[src/verilog/sto_ss1_pkg.sv]
// Purpose: shared constants for the torque-off and timed-stop safety logic
// Assumes: 125 MHz hclk, 1 ms safety tick
// Notes:   register map is word aligned on AHB-Lite
package sto_ss1_pkg;

  localparam int CLK_PERIOD_NS  = 8;
  localparam int TICK_PERIOD_NS = 1000000;
  localparam int TICK_CYCLES    = (TICK_PERIOD_NS + CLK_PERIOD_NS - 1) / CLK_PERIOD_NS;
  localparam int DEBOUNCE_MS    = 5;
  localparam int DEBOUNCE_TICKS = (DEBOUNCE_MS * 1000000) / TICK_PERIOD_NS;
  localparam int DISC_MS        = 500;
  localparam int DISC_TICKS     = (DISC_MS * 1000000) / TICK_PERIOD_NS;

  localparam logic [7:0] DEB_LIMIT  = 8'(DEBOUNCE_TICKS + 1);
  localparam logic [9:0] DISC_LIMIT = 10'(DISC_TICKS + 1);

  localparam int ADDR_W = 12;
  localparam logic [11:0] ADDR_CTRL   = 12'h000;
  localparam logic [11:0] ADDR_DELAY  = 12'h004;
  localparam logic [11:0] ADDR_DELTA  = 12'h008;
  localparam logic [11:0] ADDR_STATUS = 12'h00C;

  localparam int CTRL_FUNC_LSB = 0;
  localparam int CTRL_FB_EN    = 4;
  localparam int CTRL_AUTO     = 5;
  localparam int CTRL_ACK      = 8;

  localparam logic [3:0]  FUNC_STO    = 4'h0;
  localparam logic [3:0]  FUNC_SS1    = 4'h9;
  localparam logic [3:0]  FUNC_RESET  = 4'hF;
  localparam logic [15:0] DELAY_RESET = 16'h03E8;
  localparam logic [6:0]  DELTA_RESET = 7'h0A;
  localparam logic [6:0]  DELTA_MAX   = 7'h64;
  localparam logic [22:0] PERCENT     = 23'h00_0064;

  localparam int ST_STATE_LSB = 0;
  localparam int ST_CHAN_A    = 3;
  localparam int ST_CHAN_B    = 4;
  localparam int ST_CHAN_FLT  = 5;
  localparam int ST_PROT      = 6;
  localparam int ST_PERMIT    = 7;

  typedef enum logic [2:0]
  {
    S_STO      = 3'b000,
    S_WAIT_ACK = 3'b001,
    S_READY    = 3'b011,
    S_RUN      = 3'b010,
    S_SS1      = 3'b110
  } state_type;

endpackage

[src/verilog/sto_ss1_core.sv]
// Purpose: torque-off and time-controlled stop logic with AHB-Lite config
// Assumes: fieldbus command and drive signals on hclk; input pins asynchronous
// Notes:   reset state is torque off; safe input disabled after reset
`timescale 1ns/1ns
module sto_ss1_core #(
  parameter int TICK_CYCLES = sto_ss1_pkg::TICK_CYCLES
) (
  input  wire logic                           hclk,
  input  wire logic                           hresetn,
  input  wire logic                           clk_en,
  input  wire logic                           hsel,
  input  wire logic [sto_ss1_pkg::ADDR_W-1:0] haddr,
  input  wire logic [1:0]                     htrans,
  input  wire logic                           hwrite,
  input  wire logic [2:0]                     hsize,
  input  wire logic [31:0]                    hwdata,
  input  wire logic                           hready,
  output logic                                hreadyout,
  output logic [31:0]                         hrdata,
  output logic                                hresp,
  input  wire logic                           chan_a_pin,
  input  wire logic                           chan_b_pin,
  input  wire logic                           overvolt_a_pin,
  input  wire logic                           overvolt_b_pin,
  input  wire logic                           bus_sto_cmd,
  input  wire logic                           bus_ss1_cmd,
  input  wire logic                           on_cmd,
  input  wire logic                           reset_ack,
  input  wire logic                           internal_fault,
  input  wire logic                           external_fault,
  input  wire logic                           drive_fault,
  output logic                                torque_permit,
  output logic                                motor_run,
  output logic                                ss1_active,
  output logic [15:0]                         ramp_left,
  output logic                                torque_off_warning,
  output logic                                channel_fault_warning,
  output logic                                protection_mode
);
  import sto_ss1_pkg::*;

  localparam int TICK_W = $clog2(TICK_CYCLES);

  state_type    state_q;
  state_type    state_d;
  logic [3:0]   sync1_q;
  logic [3:0]   sync2_q;
  logic [TICK_W-1:0] tick_cnt_q;
  logic         tick_q;
  logic [1:0]   filt_q;
  logic [9:0]   disc_cnt_q;
  logic [3:0]   func_q;
  logic         fb_en_q;
  logic         auto_q;
  logic [15:0]  delay_q;
  logic [6:0]   delta_q;
  logic         sw_ack_q;
  logic         wr_pend_q;
  logic [11:0]  wr_addr_q;
  logic [16:0]  stop_cnt_q;
  logic         di_trig_q;
  logic [15:0]  ramp_left_q;
  logic         chan_flt_q;
  logic         prot_q;
  logic [22:0]  margin_prod;
  logic [15:0]  ramp_len;
  logic         di_sto_mode;
  logic         di_ss1_mode;
  logic         di_low;
  logic         fb_sto;
  logic         fb_ss1;
  logic         sto_any;
  logic         ss1_any;
  logic         all_idle;
  logic         expired;
  logic         quit;
  logic         ack;
  logic         addr_ok;
  logic [31:0]  rd_word;

  // pins are asynchronous; only sync2_q feeds logic
  always_ff @(posedge hclk or negedge hresetn)
    if (!hresetn)
    begin
      sync1_q <= 4'h0;
      sync2_q <= 4'h0;
    end
    else if (clk_en)
    begin
      sync1_q <= {overvolt_b_pin, overvolt_a_pin, chan_b_pin, chan_a_pin};
      sync2_q <= sync1_q;
    end

  // single millisecond tick for every safety timer
  always_ff @(posedge hclk or negedge hresetn)
    if (!hresetn)
    begin
      tick_cnt_q <= '0;
      tick_q     <= 1'b0;
    end
    else if (clk_en)
    begin
      tick_q <= (tick_cnt_q == TICK_W'(TICK_CYCLES - 1));
      if (tick_cnt_q == TICK_W'(TICK_CYCLES - 1))
        tick_cnt_q <= '0;
      else
        tick_cnt_q <= tick_cnt_q + 1'b1;
    end

  // high passes at once, low only after the test-pulse window
  genvar g;
  generate
    for (g = 0; g < 2; g++)
    begin : g_deb
      logic [7:0] low_cnt_q;
      always_ff @(posedge hclk or negedge hresetn)
        if (!hresetn)
        begin
          low_cnt_q <= 8'h00;
          filt_q[g] <= 1'b0;
        end
        else if (clk_en)
        begin
          if (sync2_q[g])
          begin
            low_cnt_q <= 8'h00;
            filt_q[g] <= 1'b1;
          end
          else if (tick_q && low_cnt_q != DEB_LIMIT)
            low_cnt_q <= low_cnt_q + 8'h01;
          else if (low_cnt_q == DEB_LIMIT)
            filt_q[g] <= 1'b0;
        end
    end
  endgenerate

  always_ff @(posedge hclk or negedge hresetn)
    if (!hresetn)
      disc_cnt_q <= 10'h000;
    else if (clk_en)
    begin
      if (filt_q[0] == filt_q[1])
        disc_cnt_q <= 10'h000;
      else if (tick_q && disc_cnt_q != DISC_LIMIT)
        disc_cnt_q <= disc_cnt_q + 10'h001;
    end

  assign ack = reset_ack | sw_ack_q;

  // sticky flags: a new set wins over a clear in the same cycle
  always_ff @(posedge hclk or negedge hresetn)
    if (!hresetn)
    begin
      chan_flt_q <= 1'b0;
      prot_q     <= 1'b0;
    end
    else if (clk_en)
    begin
      if (disc_cnt_q == DISC_LIMIT)
        chan_flt_q <= 1'b1;
      else if (ack && filt_q == 2'b11)
        chan_flt_q <= 1'b0;
      if (sync2_q[2] | sync2_q[3])
        prot_q <= 1'b1;
      else if (ack)
        prot_q <= 1'b0;
    end

  assign di_sto_mode = (func_q == FUNC_STO);
  assign di_ss1_mode = (func_q == FUNC_SS1);
  assign di_low      = ~filt_q[0] | ~filt_q[1];
  assign fb_sto      = fb_en_q & bus_sto_cmd;
  assign fb_ss1      = fb_en_q & bus_ss1_cmd;
  assign sto_any     = (di_sto_mode & di_low) | fb_sto | internal_fault | external_fault | prot_q;
  assign ss1_any     = (di_ss1_mode & di_low) | fb_ss1;
  assign all_idle    = ~sto_any & ~ss1_any;
  assign expired     = stop_cnt_q > {1'b0, delay_q};
  assign quit        = ~fb_ss1 & ~(di_ss1_mode & di_low) & (auto_q | ~di_trig_q);

  always_comb
  begin
    state_d = state_q;
    if (sto_any)
      state_d = S_STO;
    else
      case (state_q)
        S_STO:
          if (all_idle)
            state_d = auto_q ? S_READY : S_WAIT_ACK;
        S_WAIT_ACK:
          if (!all_idle)
            state_d = S_STO;
          else if (ack)
            state_d = S_READY;
        S_READY:
          if (ss1_any)
            state_d = S_SS1;
          else if (on_cmd)
            state_d = S_RUN;
        S_RUN:
          if (ss1_any)
            state_d = S_SS1;
          else if (!on_cmd)
            state_d = S_READY;
        S_SS1:
          if (drive_fault || expired)
            state_d = S_STO;
          else if (quit)
            state_d = S_READY;
        default:
          state_d = S_STO;
      endcase
  end

  always_ff @(posedge hclk or negedge hresetn)
    if (!hresetn)
      state_q <= S_STO;
    else if (clk_en)
      state_q <= state_d;

  // stop timer, restarted from zero on every entry
  always_ff @(posedge hclk or negedge hresetn)
    if (!hresetn)
    begin
      stop_cnt_q <= 17'h0_0000;
      di_trig_q  <= 1'b0;
    end
    else if (clk_en)
    begin
      if (state_d != S_SS1 || state_q != S_SS1)
        stop_cnt_q <= 17'h0_0000;
      else if (tick_q && !expired)
        stop_cnt_q <= stop_cnt_q + 17'h0_0001;
      if (state_d != S_SS1)
        di_trig_q <= 1'b0;
      else if (di_ss1_mode && di_low)
        di_trig_q <= 1'b1;
    end

  // ramp aims at standstill a margin before expiry
  assign margin_prod = delay_q * delta_q;
  assign ramp_len    = delay_q - 16'(margin_prod / PERCENT);

  always_ff @(posedge hclk or negedge hresetn)
    if (!hresetn)
      ramp_left_q <= 16'h0000;
    else if (clk_en)
    begin
      if (state_d != S_SS1)
        ramp_left_q <= 16'h0000;
      else if (state_q != S_SS1)
        ramp_left_q <= ramp_len;
      else if (tick_q && ramp_left_q != 16'h0000)
        ramp_left_q <= ramp_left_q - 16'h0001;
    end

  always_ff @(posedge hclk or negedge hresetn)
    if (!hresetn)
    begin
      torque_permit         <= 1'b0;
      motor_run             <= 1'b0;
      ss1_active            <= 1'b0;
      torque_off_warning    <= 1'b1;
      channel_fault_warning <= 1'b0;
      protection_mode       <= 1'b0;
    end
    else if (clk_en)
    begin
      torque_permit         <= (state_d != S_STO);
      motor_run             <= (state_d == S_RUN) || (state_d == S_SS1);
      ss1_active            <= (state_d == S_SS1);
      torque_off_warning    <= (state_d == S_STO);
      channel_fault_warning <= chan_flt_q;
      protection_mode       <= prot_q;
    end

  assign ramp_left = ramp_left_q;

  // AHB-Lite slave: zero wait states, always OKAY
  assign addr_ok = hsel & hready & htrans[1];

  always_comb
  begin
    rd_word = 32'h0000_0000;
    case (haddr)
      ADDR_CTRL:
      begin
        rd_word[CTRL_FUNC_LSB +: 4] = func_q;
        rd_word[CTRL_FB_EN]         = fb_en_q;
        rd_word[CTRL_AUTO]          = auto_q;
      end
      ADDR_DELAY:
        rd_word[15:0] = delay_q;
      ADDR_DELTA:
        rd_word[6:0] = delta_q;
      ADDR_STATUS:
      begin
        rd_word[ST_STATE_LSB +: 3] = state_q;
        rd_word[ST_CHAN_A]         = filt_q[0];
        rd_word[ST_CHAN_B]         = filt_q[1];
        rd_word[ST_CHAN_FLT]       = chan_flt_q;
        rd_word[ST_PROT]           = prot_q;
        rd_word[ST_PERMIT]         = torque_permit;
      end
      default:
        rd_word = 32'h0000_0000;
    endcase
  end

  always_ff @(posedge hclk or negedge hresetn)
    if (!hresetn)
    begin
      wr_pend_q <= 1'b0;
      wr_addr_q <= 12'h000;
      hrdata    <= 32'h0000_0000;
      hreadyout <= 1'b1;
      hresp     <= 1'b0;
    end
    else if (clk_en)
    begin
      wr_pend_q <= addr_ok & hwrite;
      if (addr_ok)
        wr_addr_q <= haddr;
      if (addr_ok && !hwrite)
        hrdata <= rd_word;
      hreadyout <= 1'b1;
      hresp     <= 1'b0;
    end

  always_ff @(posedge hclk or negedge hresetn)
    if (!hresetn)
    begin
      func_q   <= FUNC_RESET;
      fb_en_q  <= 1'b0;
      auto_q   <= 1'b0;
      delay_q  <= DELAY_RESET;
      delta_q  <= DELTA_RESET;
      sw_ack_q <= 1'b0;
    end
    else if (clk_en)
    begin
      sw_ack_q <= 1'b0;
      if (wr_pend_q)
        case (wr_addr_q)
          ADDR_CTRL:
          begin
            func_q   <= hwdata[CTRL_FUNC_LSB +: 4];
            fb_en_q  <= hwdata[CTRL_FB_EN];
            auto_q   <= hwdata[CTRL_AUTO];
            sw_ack_q <= hwdata[CTRL_ACK];
          end
          ADDR_DELAY:
            delay_q <= hwdata[15:0];
          ADDR_DELTA:
            delta_q <= (hwdata[6:0] > DELTA_MAX) ? DELTA_MAX : hwdata[6:0];  // margin capped at whole delay
          default:
            sw_ack_q <= 1'b0;
        endcase
    end

  property p_di_sto;
    @(posedge hclk) disable iff (!hresetn)
      (clk_en && di_sto_mode && di_low) |=> (state_q == S_STO && !torque_permit);
  endproperty
  a_di_sto: assert property (p_di_sto) else $error("input request did not remove torque");

  property p_fb_sto;
    @(posedge hclk) disable iff (!hresetn)
      (clk_en && fb_sto) |=> (state_q == S_STO);
  endproperty
  a_fb_sto: assert property (p_fb_sto) else $error("fieldbus torque-off ignored");

  property p_exit;
    @(posedge hclk) disable iff (!hresetn)
      (clk_en && state_q == S_STO && !all_idle) |=> (state_q == S_STO);
  endproperty
  a_exit: assert property (p_exit) else $error("left torque-off with a source active");

  property p_auto;
    @(posedge hclk) disable iff (!hresetn)
      (clk_en && state_q == S_STO && all_idle && auto_q) |=> (state_q == S_READY);
  endproperty
  a_auto: assert property (p_auto) else $error("automatic restart not ready");

  property p_manual;
    @(posedge hclk) disable iff (!hresetn)
      (state_q == S_WAIT_ACK && !ack) |=> (state_q != S_RUN && state_q != S_READY);
  endproperty
  a_manual: assert property (p_manual) else $error("manual restart without acknowledge");

  property p_expire;
    @(posedge hclk) disable iff (!hresetn)
      (clk_en && state_q == S_SS1 && expired) |=> (state_q == S_STO && !torque_permit);
  endproperty
  a_expire: assert property (p_expire) else $error("expiry did not force torque-off");

  property p_coast;
    @(posedge hclk) disable iff (!hresetn)
      (clk_en && state_q == S_SS1 && drive_fault) |=> (state_q == S_STO);
  endproperty
  a_coast: assert property (p_coast) else $error("drive fault did not coast");

  property p_fault;
    @(posedge hclk) disable iff (!hresetn)
      (clk_en && (internal_fault || external_fault)) |=> (state_q == S_STO);
  endproperty
  a_fault: assert property (p_fault) else $error("fault did not force torque-off");

  property p_early;
    @(posedge hclk) disable iff (!hresetn)
      (state_q == S_SS1 && $past(state_q) == S_SS1 && state_d == S_STO && !sto_any && !drive_fault)
        |-> (stop_cnt_q > {1'b0, delay_q});
  endproperty
  a_early: assert property (p_early) else $error("stop timer expired early");

  property p_prot;
    @(posedge hclk) disable iff (!hresetn)
      (clk_en && (sync2_q[2] || sync2_q[3])) |=> prot_q ##1 (!clk_en || state_q == S_STO);
  endproperty
  a_prot: assert property (p_prot) else $error("overvoltage not protected");

  property p_deb;
    @(posedge hclk) disable iff (!hresetn)
      $fell(filt_q[0]) |-> (!$past(sync2_q[0]) && $past(g_deb[0].low_cnt_q) == DEB_LIMIT);
  endproperty
  a_deb: assert property (p_deb) else $error("channel fell before pulse window");

  property p_disc;
    @(posedge hclk) disable iff (!hresetn)
      $rose(chan_flt_q) |-> ($past(disc_cnt_q) == DISC_LIMIT);
  endproperty
  a_disc: assert property (p_disc) else $error("channel fault before window");

endmodule // sto_ss1_core

[config.mk]
export PLATFORM = sky130hd
export DESIGN_NAME = sto_ss1_core
export DESIGN_NICKNAME = d
export VERILOG_FILES = /design/src/verilog/sto_ss1_pkg.sv /design/src/verilog/sto_ss1_core.sv
export SDC_FILE = /design/constraint.sdc
export NUM_CORES = 1
export LEC_CHECK = 0
export ABC_AREA = 1
export BUFFER_PORTS_ARGS = -buffer_cell sky130_fd_sc_hd__buf_2
export CORE_UTILIZATION = 25
export DETAILED_ROUTE_END_ITERATION = 7
export HOLD_SLACK_MARGIN = 0.08
export PLACE_DENSITY = 0.5
export SLEW_MARGIN = 20
export SYNTH_ARGS = -nofsm -noshare
export SYNTH_HDL_FRONTEND = slang
export SYNTH_SLANG_ARGS = --single-unit
[constraint.sdc]
create_clock -name hclk -period 15.1 [get_ports hclk]
set_input_delay 3.02 -clock hclk [delete_from_list [all_inputs] [get_ports hclk]]
set_output_delay 3.02 -clock hclk [all_outputs]
set_load 0.05 [all_outputs]
# Word-level counts from Yosys, hierarchy flattened
# Cells that the tools add are included.
[totals]
ff_bits = 158
in_bits = 66
output_inout_bits = 56
word_cells = 180
[classes]
add_sub_neg = 7
multipliers = 1
div = 1
order_cmp = 2
eq_ne = 25
n_mux = 43
bitwise_logic = 26
n_reduce_logical = 45
[ops]
columns = ["cell", "count"]
rows = [
  ["$mux 17", 3],
  ["$mux 16", 3],
  ["$mux 8", 5],
  ["$eq 12x4->1 const B", 3],
  ["$add 17x1->17 const B", 2],
  ["$mux 3", 10],
  ["$eq 12x3->1 const B", 2],
  ["$logic_not 12->1", 2],
  ["$pmux 6 s4", 1],
  ["$div 23x7->23 const B", 1],
  ["$mul 16x7->23", 1],
  ["$mux 10", 2],
  ["$reduce_and 2->1", 10],
  ["$reduce_bool 2->1", 9],
  ["$eq 17x17->1 const B", 1],
  ["$gt 17x16->1", 1],
  ["$add 8x1->8 const B", 2],
  ["$eq 8x3->1 const B", 2],
  ["$ne 8x3->1 const B", 2],
  ["$reduce_bool 16->1", 1],
  ["$sub 16x1->16 const B", 1],
  ["$sub 16x16->16", 1],
  ["$pmux 3 s5", 1],
  ["$reduce_and 3->1", 5],
  ["other kinds (26)", 79],
]

# Logic depth before layout (Yosys ltp)
# Gate-level depths: netlist of run 1.
[depth]
depth_word = 16
depth_mapped = 127
mapped_depth_nobuf = 126

# Worst setup path before layout of run 1
# OpenSTA, ideal clock, no wires.
[synth_timing]
path_kind = "register to register"
startpoint = "register delta_q[3]"
endpoint = "register ramp_left_q[14], in the netlist ramp_left[14]"
setup_time_ns = 0.138
t_arrival_ns = 13.101
required_time_ns = 14.962
path_slack_ns = 1.861
path_stages_with_launch = 111
n_path_buf = 2
period_less_slack_ns = 13.239
path_cell_list = "dfstp_2 > clkbuf_1 > clkbuf_1 > nand2_1 > fa_1 > inv_1 > fa_1 > fa_1 > inv_1 > fa_1 > inv_1 > ha_1 > nand2_1 > nor2_1 > and2_1 > nand3b_1 > nand4_1 > nand2_2 > [... 75 more ...] > nor2_1 > o21bai_1 > a21oi_1 > o21bai_1 > a21oi_1 > o21bai_1 > a21oi_1 > o21bai_1 > nand2_1 > inv_1 > nor2_1 > o21bai_1 > nand2_1 > nand2_1 > a21oi_1 > xnor2_1 > o21ai_0 > o22ai_1"
[synth_between]
elab_chain_cells = 5
[synth_lines]
columns = ["element", "line_no", "rtl"]
rows = [
  ["start, declared", "sto_ss1_core.sv:56", "logic [6:0] delta_q;"],
  ["start signal, assigned", "sto_ss1_core.sv:355", "delta_q <= (hwdata[6:0] > DELTA_MAX) ? DELTA_MAX : hwdata[6:0];"],
  ["$mul 16x7->23", "sto_ss1_core.sv:241", "assign margin_prod = delay_q * delta_q;"],
  ["$div 23x7->23", "sto_ss1_core.sv:242", "assign ramp_len = delay_q - 16'(margin_prod / PERCENT);"],
  ["$sub 16x16->16", "sto_ss1_core.sv:242", ""],
  ["$mux 16", "sto_ss1_core.sv:251", "else if (state_q != S_SS1)"],
  ["$mux 16", "sto_ss1_core.sv:249", "if (state_d != S_SS1)"],
  ["end signal, assigned", "sto_ss1_core.sv:252", "ramp_left_q <= ramp_len;"],
  ["end signal, assigned", "sto_ss1_core.sv:254", "ramp_left_q <= ramp_left_q - 16'h0001;"],
  ["end, declared", "sto_ss1_core.sv:62", "logic [15:0] ramp_left_q;"],
]
# No other way between the ends.
# A chain may end at the register's enable or synchronous reset.

# Worst setup path after layout of run 1
[layout_timing]
startpoint = "register delta_q[1]"
endpoint = "register ramp_left_q[14], in the netlist ramp_left[14]"
# The elaborated chain is that of the path after synthesis.

==> impl_metrics.py, run 1 <==
metrics = {
    "min_path": {
        "worstHoldStart": "g_deb[0].low_cnt_q[5]",
        "hold_depth": 1,
        "hold-path-endpoint": "g_deb[0].low_cnt_q[6]",
        "min-delay-path-class": "flop to flop",
    },
    "critical_path": {
        "cpMostUsedCell": "nand2_4",
        "r2r-end": "ramp_left[14]",
        "reg2reg_from": "delta_q[1]",
        "start_kind": "flop",
        "r2r_cells": 109,
        "critPathArrivalTime_ps": 14550,
        "required_ps": 15400,
        "crit_start": "delta_q[1]",
        "worst_path_max_delay_cell": "dfstp_4",
        "slowest_delay_ps": 700,
        "r2r_slack_ps": 860,
        "critical_path_class": "flop to flop",
        "path_buf_inv": 10,
        "worstPathMaxFanout": 8,
        "crit_path_end_kind": "flop",
        "critPathTopFamily": "simple AND/OR/NAND/NOR gates",
    },
    "finish": {
        "final_common_cell": "nand2_1",
        "area_growth_pct": 21.9,
        "ff_latch_area_um2": 4000,
        "utilization_pct": 31.0,
        "postLayoutCellArea_um2": 18800,
        "multi_input_area_um2": 10400,
        "nFillCells": 6503,
        "insertedDiodeCount": 0,
        "layoutNonFillerInstCount": 3152,
        "final_cell_mix": "546 x nand2_1, 409 x inv_1, 137 x dfrtp_1",
        "layout.nets": 2576,
        "layout-drive-gt1-share_pct": 22.5,
    },
    "global_route": {
        "first_global_vias": 13703,
        "grt_overflow": 0,
        "grt_pass1_wl_um": 69600,
        "grt_max_degree": 94,
        "grt_usage_pct": 13.8,
        "antenna_found_initial": 3,
    },
    "route": {
        "dr.pass1.iters": 5,
        "wl_um": 43800,
        "wire_per_inst_um": 13.9,
        "drc": 0,
        "antenna_left": 0,
        "avgViaCountPerCell": 4.52,
        "via_count": 14255,
        "drtIter0Drc": 667,
    },
    "timing": {
        "setup_violations": 0,
        "clock_skew_ps": 18.1,
        "holdWs_ps": 451,
        "fmax_ghz": 0.0702,
        "fin_crit_sh_pct": 94.3,
        "post-route-min-period_ps": 14240,
        "drv_slew": 0,
        "fin_tns_setup_ps": 0,
        "fin_ws_ps": 858,
        "hold_viol": 0,
        "relSlewSlack_pct": 36.9,
        "tightest_slew_ps": 946,
    },
    "logic_synthesis": {
        "ys_warn_count": 0,
        "yosys.cell_types.count": 57,
        "syn_area_per_cell_um2": 6.95,
        "synthArstFlopShare_pct": 100,
        "netlist_instances": 2216,
        "synth_edf_count": 0,
        "seq_area_frac_synth_pct": 25.8,
        "synth_area_um2": 15400,
        "yosys_most_used_dff": "dfrtp_1",
        "postSynthRegisterBits": 158,
    },
    "pwr": {
        "fin_total_pwr_mw": 3.46,
        "power.leakage_nw": 10.3,
        "vdd_ir_drop_max_v": 0.000277,
        "power_density_nw_per_um2": 184,
    },
    "clock_network": {
        "cts_sinks": 158,
        "worstSkewPairLatency_ps": 460,
        "clk_path_buf_depth": 2,
        "cts-root-buf": "clkbuf_16",
        "cts_max_level": 4,
        "cts_buffers": 17,
        "tritoncts": "done",
        "path_clk_slew_ps": 80,
    },
    "place": {
        "portBuffers": 83,
        "placed_cells": 3051,
        "gp_congestion": 0.885,
        "place_hpwl_um": 34000,
        "place_ws_ps": -49.0,
        "placed_area_um2": 16700,
    },
    "floorplanning": {
        "fp.dieH_um": 250,
        "die_area_um2": 62600,
        "ioPinCount": 122,
        "die_w_um": 250,
        "start_util_pct": 25.4,
        "core_um2": 60600,
        "rows": 90,
    },
    "outcome": {
        "status": "finished clean",
    },
    "job": {
        "drv_cap": 0,
    },
}
## final cells by class
class | instances | share of cell area [%]
Tap cell | 782 | 5.21
Clock inverter | 13 | 0.659
Sequential cell | 158 | 21.3
Clock buffer | 19 | 2.30
Multi-Input combinational cell | 1557 | 55.5
Timing Repair Buffer | 174 | 6.06
Inverter | 449 | 9.00
## flip-flops by register name, indices dropped and copies added (netlist names), 3 cells and up
signal / flops
delay_q: 16
g_deb.low_cnt_q: 16
ramp_left: 16
wr_addr_q: 12
stop_cnt_q: 17
delta_q: 7
tick_cnt_q: 17
hrdata: 16
func_q: 4
state_q: 3
sync1_q: 4
disc_cnt_q: 10
sync2_q: 4
## worst max path at each step
stage	endpoint	slack, ps	depth (start not counted)
global route	ramp_left[14]	-160	115
detailed placement	ramp_left[14]	-50	106
floorplan	ramp_left[14]	1860	110
CTS	ramp_left[14]	10	106
finish	ramp_left[14]	860	109
global placement	ramp_left[14]	130	104
## cells by family after synthesis
group,count (synthesis),synth area share [%]
compound gates,274,10.1
other cells,2,0.0487
simple gates,1060,32.2
fa+ha+maj,153,15.8
xor+xnor,44,2.50
mux,8,0.585
flops,158,25.8
buf+inv,517,13.0
## metal layers
layer	part of all wire (%)	vias up	wire, µm	track usage [%]
li1	-	7230	-	-
met1	47	6763	20500	18.2
met2	47	219	20600	23.0
met3	4.4	41	1910	2.65
met4	1.5	2	675	3.30
met5	0.037	-	16	0
## synthesized netlist by cell type (4+ instances only)
cell	number	area, µm²
o21ai_0	113	566
nand2_4	25	282
nor2_1	108	405
nand2_1	597	2240
dfrtp_1	145	3630
a21oi_1	72	360
o22ai_1	24	150
clkbuf_1	48	180
nand3_1	122	611
nand3_2	8	80.1
o31ai_1	5	37.5
nor3b_1	7	52.6
dfstp_2	13	342
nand3b_1	5	37.5
o21bai_1	13	97.6
o21a_1	4	30.0
a31oi_1	7	43.8
nand2_2	57	357
nor4_1	19	119
fa_1	70	1400
nor3_1	33	165
inv_1	420	1580
mux2_2	8	90.1
and3_1	6	37.5
nor2_4	5	56.3
buf_4	18	135
nand4_1	42	263
ha_1	83	1040
nand4_2	10	125
nor2_2	8	50.1
o21ai_1	12	60.1
xor2_1	34	298
xnor2_1	10	87.6
inv_2	26	97.6
## where the power goes
| group | total (mW) | switching [mW] | internal (mW) | leakage, nW |
|---|---|---|---|---|
| logic | 2.56 | 1.54 | 1.02 | 7.99 |
| clock network | 0.429 | 0.211 | 0.218 | 0.276 |
| registers | 0.475 | 0.0251 | 0.450 | 2.04 |
## timing repair
item                       4_1_cts  5_1_grt
gates resized for setup          4      245
pin swaps                        0      136
buffers inserted                 3       66
hold buffers                     0        0
setup endpoints to repair        1       10
## worst reg2reg max path: cells and delay by family (launching register included)
| kind | cells | cell delay [ps] |
|---|---|---|
| AO/OA/AOI/OAI | 15 | 2190 |
| XOR/XNOR | 1 | 160 |
| adder cells (fa/ha/maj) | 7 | 2890 |
| buffers and inverters | 10 | 830 |
| flip-flops | 1 | 700 |
| AND/OR/NAND/NOR | 76 | 7260 |
Note: power is estimated with default switching activity, not from simulation.
==> inputs of run 2 (changes only) <==
Settings changed: CORE_UTILIZATION 25 to 30, PLACE_DENSITY 0.5 to 0.56.
==> impl_metrics.py, run 2 (synthesis results as in run 1) <==
metrics = {
    "route": {
        "drtIter0Drc": 645,
        "wire_per_inst_um": 14.0,
        "wl_met2_um": 20500,
        "avgViaCountPerCell": 4.73,
        "via_count": 14411,
        "met3_length_um": 1990,
        "maxUsedRoutingLayer": "met4",
        "dr.pass1.iters": 5,
        "wl_met1_um": 19300,
        "wl_um": 42700,
        "drc": 0,
        "antenna_left": 0,
    },
    "critical_path": {
        "start_kind": "flop",
        "r2r-end": "ramp_left[14]",
        "reg2reg_from": "delta_q[1]",
        "r2r_slack_ps": 620,
        "r2r_cells": 108,
        "critPathArrivalTime_ps": 14790,
        "cpMostUsedCell": "nand2_4",
        "crit_path_end_kind": "flop",
        "required_ps": 15410,
        "critical_path_class": "flop to flop",
        "worst_path_max_delay_cell": "dfstp_4",
        "worstPathMaxFanout": 6,
        "slowest_delay_ps": 640,
    },
    "global_route": {
        "grt_usage_pct": 15.7,
        "grt_pass1_wl_um": 67200,
        "first_global_vias": 13653,
        "grt_overflow": 0,
        "antenna_found_initial": 0,
        "grt_max_degree": 82,
    },
    "timing": {
        "post-route-min-period_ps": 14480,
        "fmax_ghz": 0.0691,
        "grt_setup_unrepaired": "yes",
        "relSlewSlack_pct": 37.8,
        "fin_ws_ps": 620,
        "drv_slew": 0,
        "fin_crit_sh_pct": 95.9,
        "clock_skew_ps": 17.0,
        "hold_viol": 0,
        "tightest_slew_ps": 930,
        "holdWs_ps": 462,
        "setup_violations": 0,
    },
    "clock_network": {
        "ctsHoldBuffers": 0,
        "tritoncts": "done",
        "path_clk_slew_ps": 70,
        "cts_sinks": 158,
        "worstSkewPairLatency_ps": 450,
        "clk_path_buf_depth": 2,
        "cts-root-buf": "clkbuf_16",
        "cts_max_level": 4,
        "cts_buffers": 17,
    },
    "finish": {
        "nFillCells": 5148,
        "final_cell_mix": "541 x nand2_1, 412 x inv_1, 138 x dfrtp_1",
        "ff_latch_area_um2": 4000,
        "utilization_pct": 37.4,
        "layout-drive-gt1-share_pct": 22.3,
        "multi_input_area_um2": 10500,
        "layout.nets": 2579,
        "final_common_cell": "nand2_1",
        "postLayoutCellArea_um2": 18900,
        "area_growth_pct": 22.4,
        "largest_registers": "stop_cnt_q (17), tick_cnt_q (17)",
    },
    "place": {
        "gp_congestion": 0.888,
        "place_ws_ps": -37.9,
        "portBuffers": 83,
        "place_hpwl_um": 32100,
        "placed_area_um2": 16500,
    },
    "floorplanning": {
        "fp.dieH_um": 229,
        "rows": 82,
        "start_util_pct": 30.6,
        "core_um2": 50400,
        "die_area_um2": 52300,
        "ioPinCount": 122,
        "die_w_um": 229,
    },
    "pwr": {
        "power_density_nw_per_um2": 183,
        "p_comb_share_pct": 73.0,
        "power.leakage_nw": 10.4,
        "swShare_pct": 50.6,
        "clkPwrFrac_pct": 13.3,
        "p_int_mw": 1.71,
        "p_switching_mw": 1.75,
        "power_frac_seq_pct": 13.7,
        "vdd_ir_drop_max_v": 0.000275,
    },
    "job": {
        "drv_cap": 0,
    },
    "min_path": {
        "worstHoldStart": "g_deb[1].low_cnt_q[7]",
        "hold_depth": 1,
        "hold-path-endpoint": "g_deb[1].low_cnt_q[7]",
        "min-delay-path-class": "flop to flop",
    },
    "outcome": {
        "status": "finished clean",
    },
}
==> run 2: changes by cell type in the layout (fill, tap and decap cells not counted), sizes merged <==
cell | previous run | this run
buf | 174 | 177
clkbuf | 19 | 18
bufinv | 0 | 1
inv | 458 | 455
diode | 0 | 1
clkinvlp | 0 | 3
==> run 2: area by class of cell <==
class	count	area share [%]
Inverter	449	8.97
Multi-Input combinational cell	1557	55.8
Antenna cell	1	0.0133
Timing Repair Buffer	177	6.31
Clock buffer	18	2.33
Sequential cell	158	21.2
Tap cell	672	4.46
Clock inverter	14	0.915
==> run 2: power by group through the flow <==
stage	sequential [mW]	clock, mW	combinational [mW]
floorplan	0.479	0	1.62
global route	0.479	0.486	2.89
finish	0.475	0.460	2.53
global placement	0.484	0	1.94
detailed placement	0.484	0	1.99
CTS	0.476	0.472	2.00
==> run 2: repair_timing <==
| item | in CTS | in global routing |
|---|---|---|
| resized for setup | 2 | 260 |
| pin swaps | 0 | 131 |
| setup endpoints to repair | 1 | 10 |
| buffers inserted | 0 | 78 |
==> run 2: metal layers <==
layer,global-route usage (%),up-vias
met1,20.4,6873
met2,26.0,257
li1,-,7233
met5,0,-
met4,4.61,0
met3,3.52,48
==> run 2: worst max path at each step <==
| stage | to | startpoint | slack, ps | cells past startpoint |
|---|---|---|---|---|
| 5_1_grt | ramp_left[14] | delta_q[1] | -380 | 110 |
| 3_5_place_dp | ramp_left[14] | delta_q[6] | -40 | 102 |
| 4_1_cts | ramp_left[14] | delta_q[4] | 30 | 102 |
| 6_report | ramp_left[14] | delta_q[1] | 620 | 108 |
| 3_3_place_gp | ramp_left[14] | delta_q[6] | 290 | 102 |
| 2_1_floorplan | ramp_left[14] | delta_q[3] | 1860 | 110 |
==> run 2: per-stage QoR <==
stage	setup TNS, ps	instances	power [mW]
3_5_place_dp	-37.9	2935	2.48
4_1_cts	0	2967	2.95
6_report	0	3046	3.46
5_1_grt	-885	3045	3.86
2_1_floorplan	0	2232	2.10
3_3_place_gp	0	2935	2.43
==> run 2: worst max-delay path: cells and delay by family, from the launching register on <==
family	cells	cell delay, ps
and+or+nand+nor	81	8150
adders and majority gates	7	2850
AOI/OAI and AO/OA	12	1960
DFF	1	640
buffers and inverters	7	550
xor gates and xnor gates	1	150
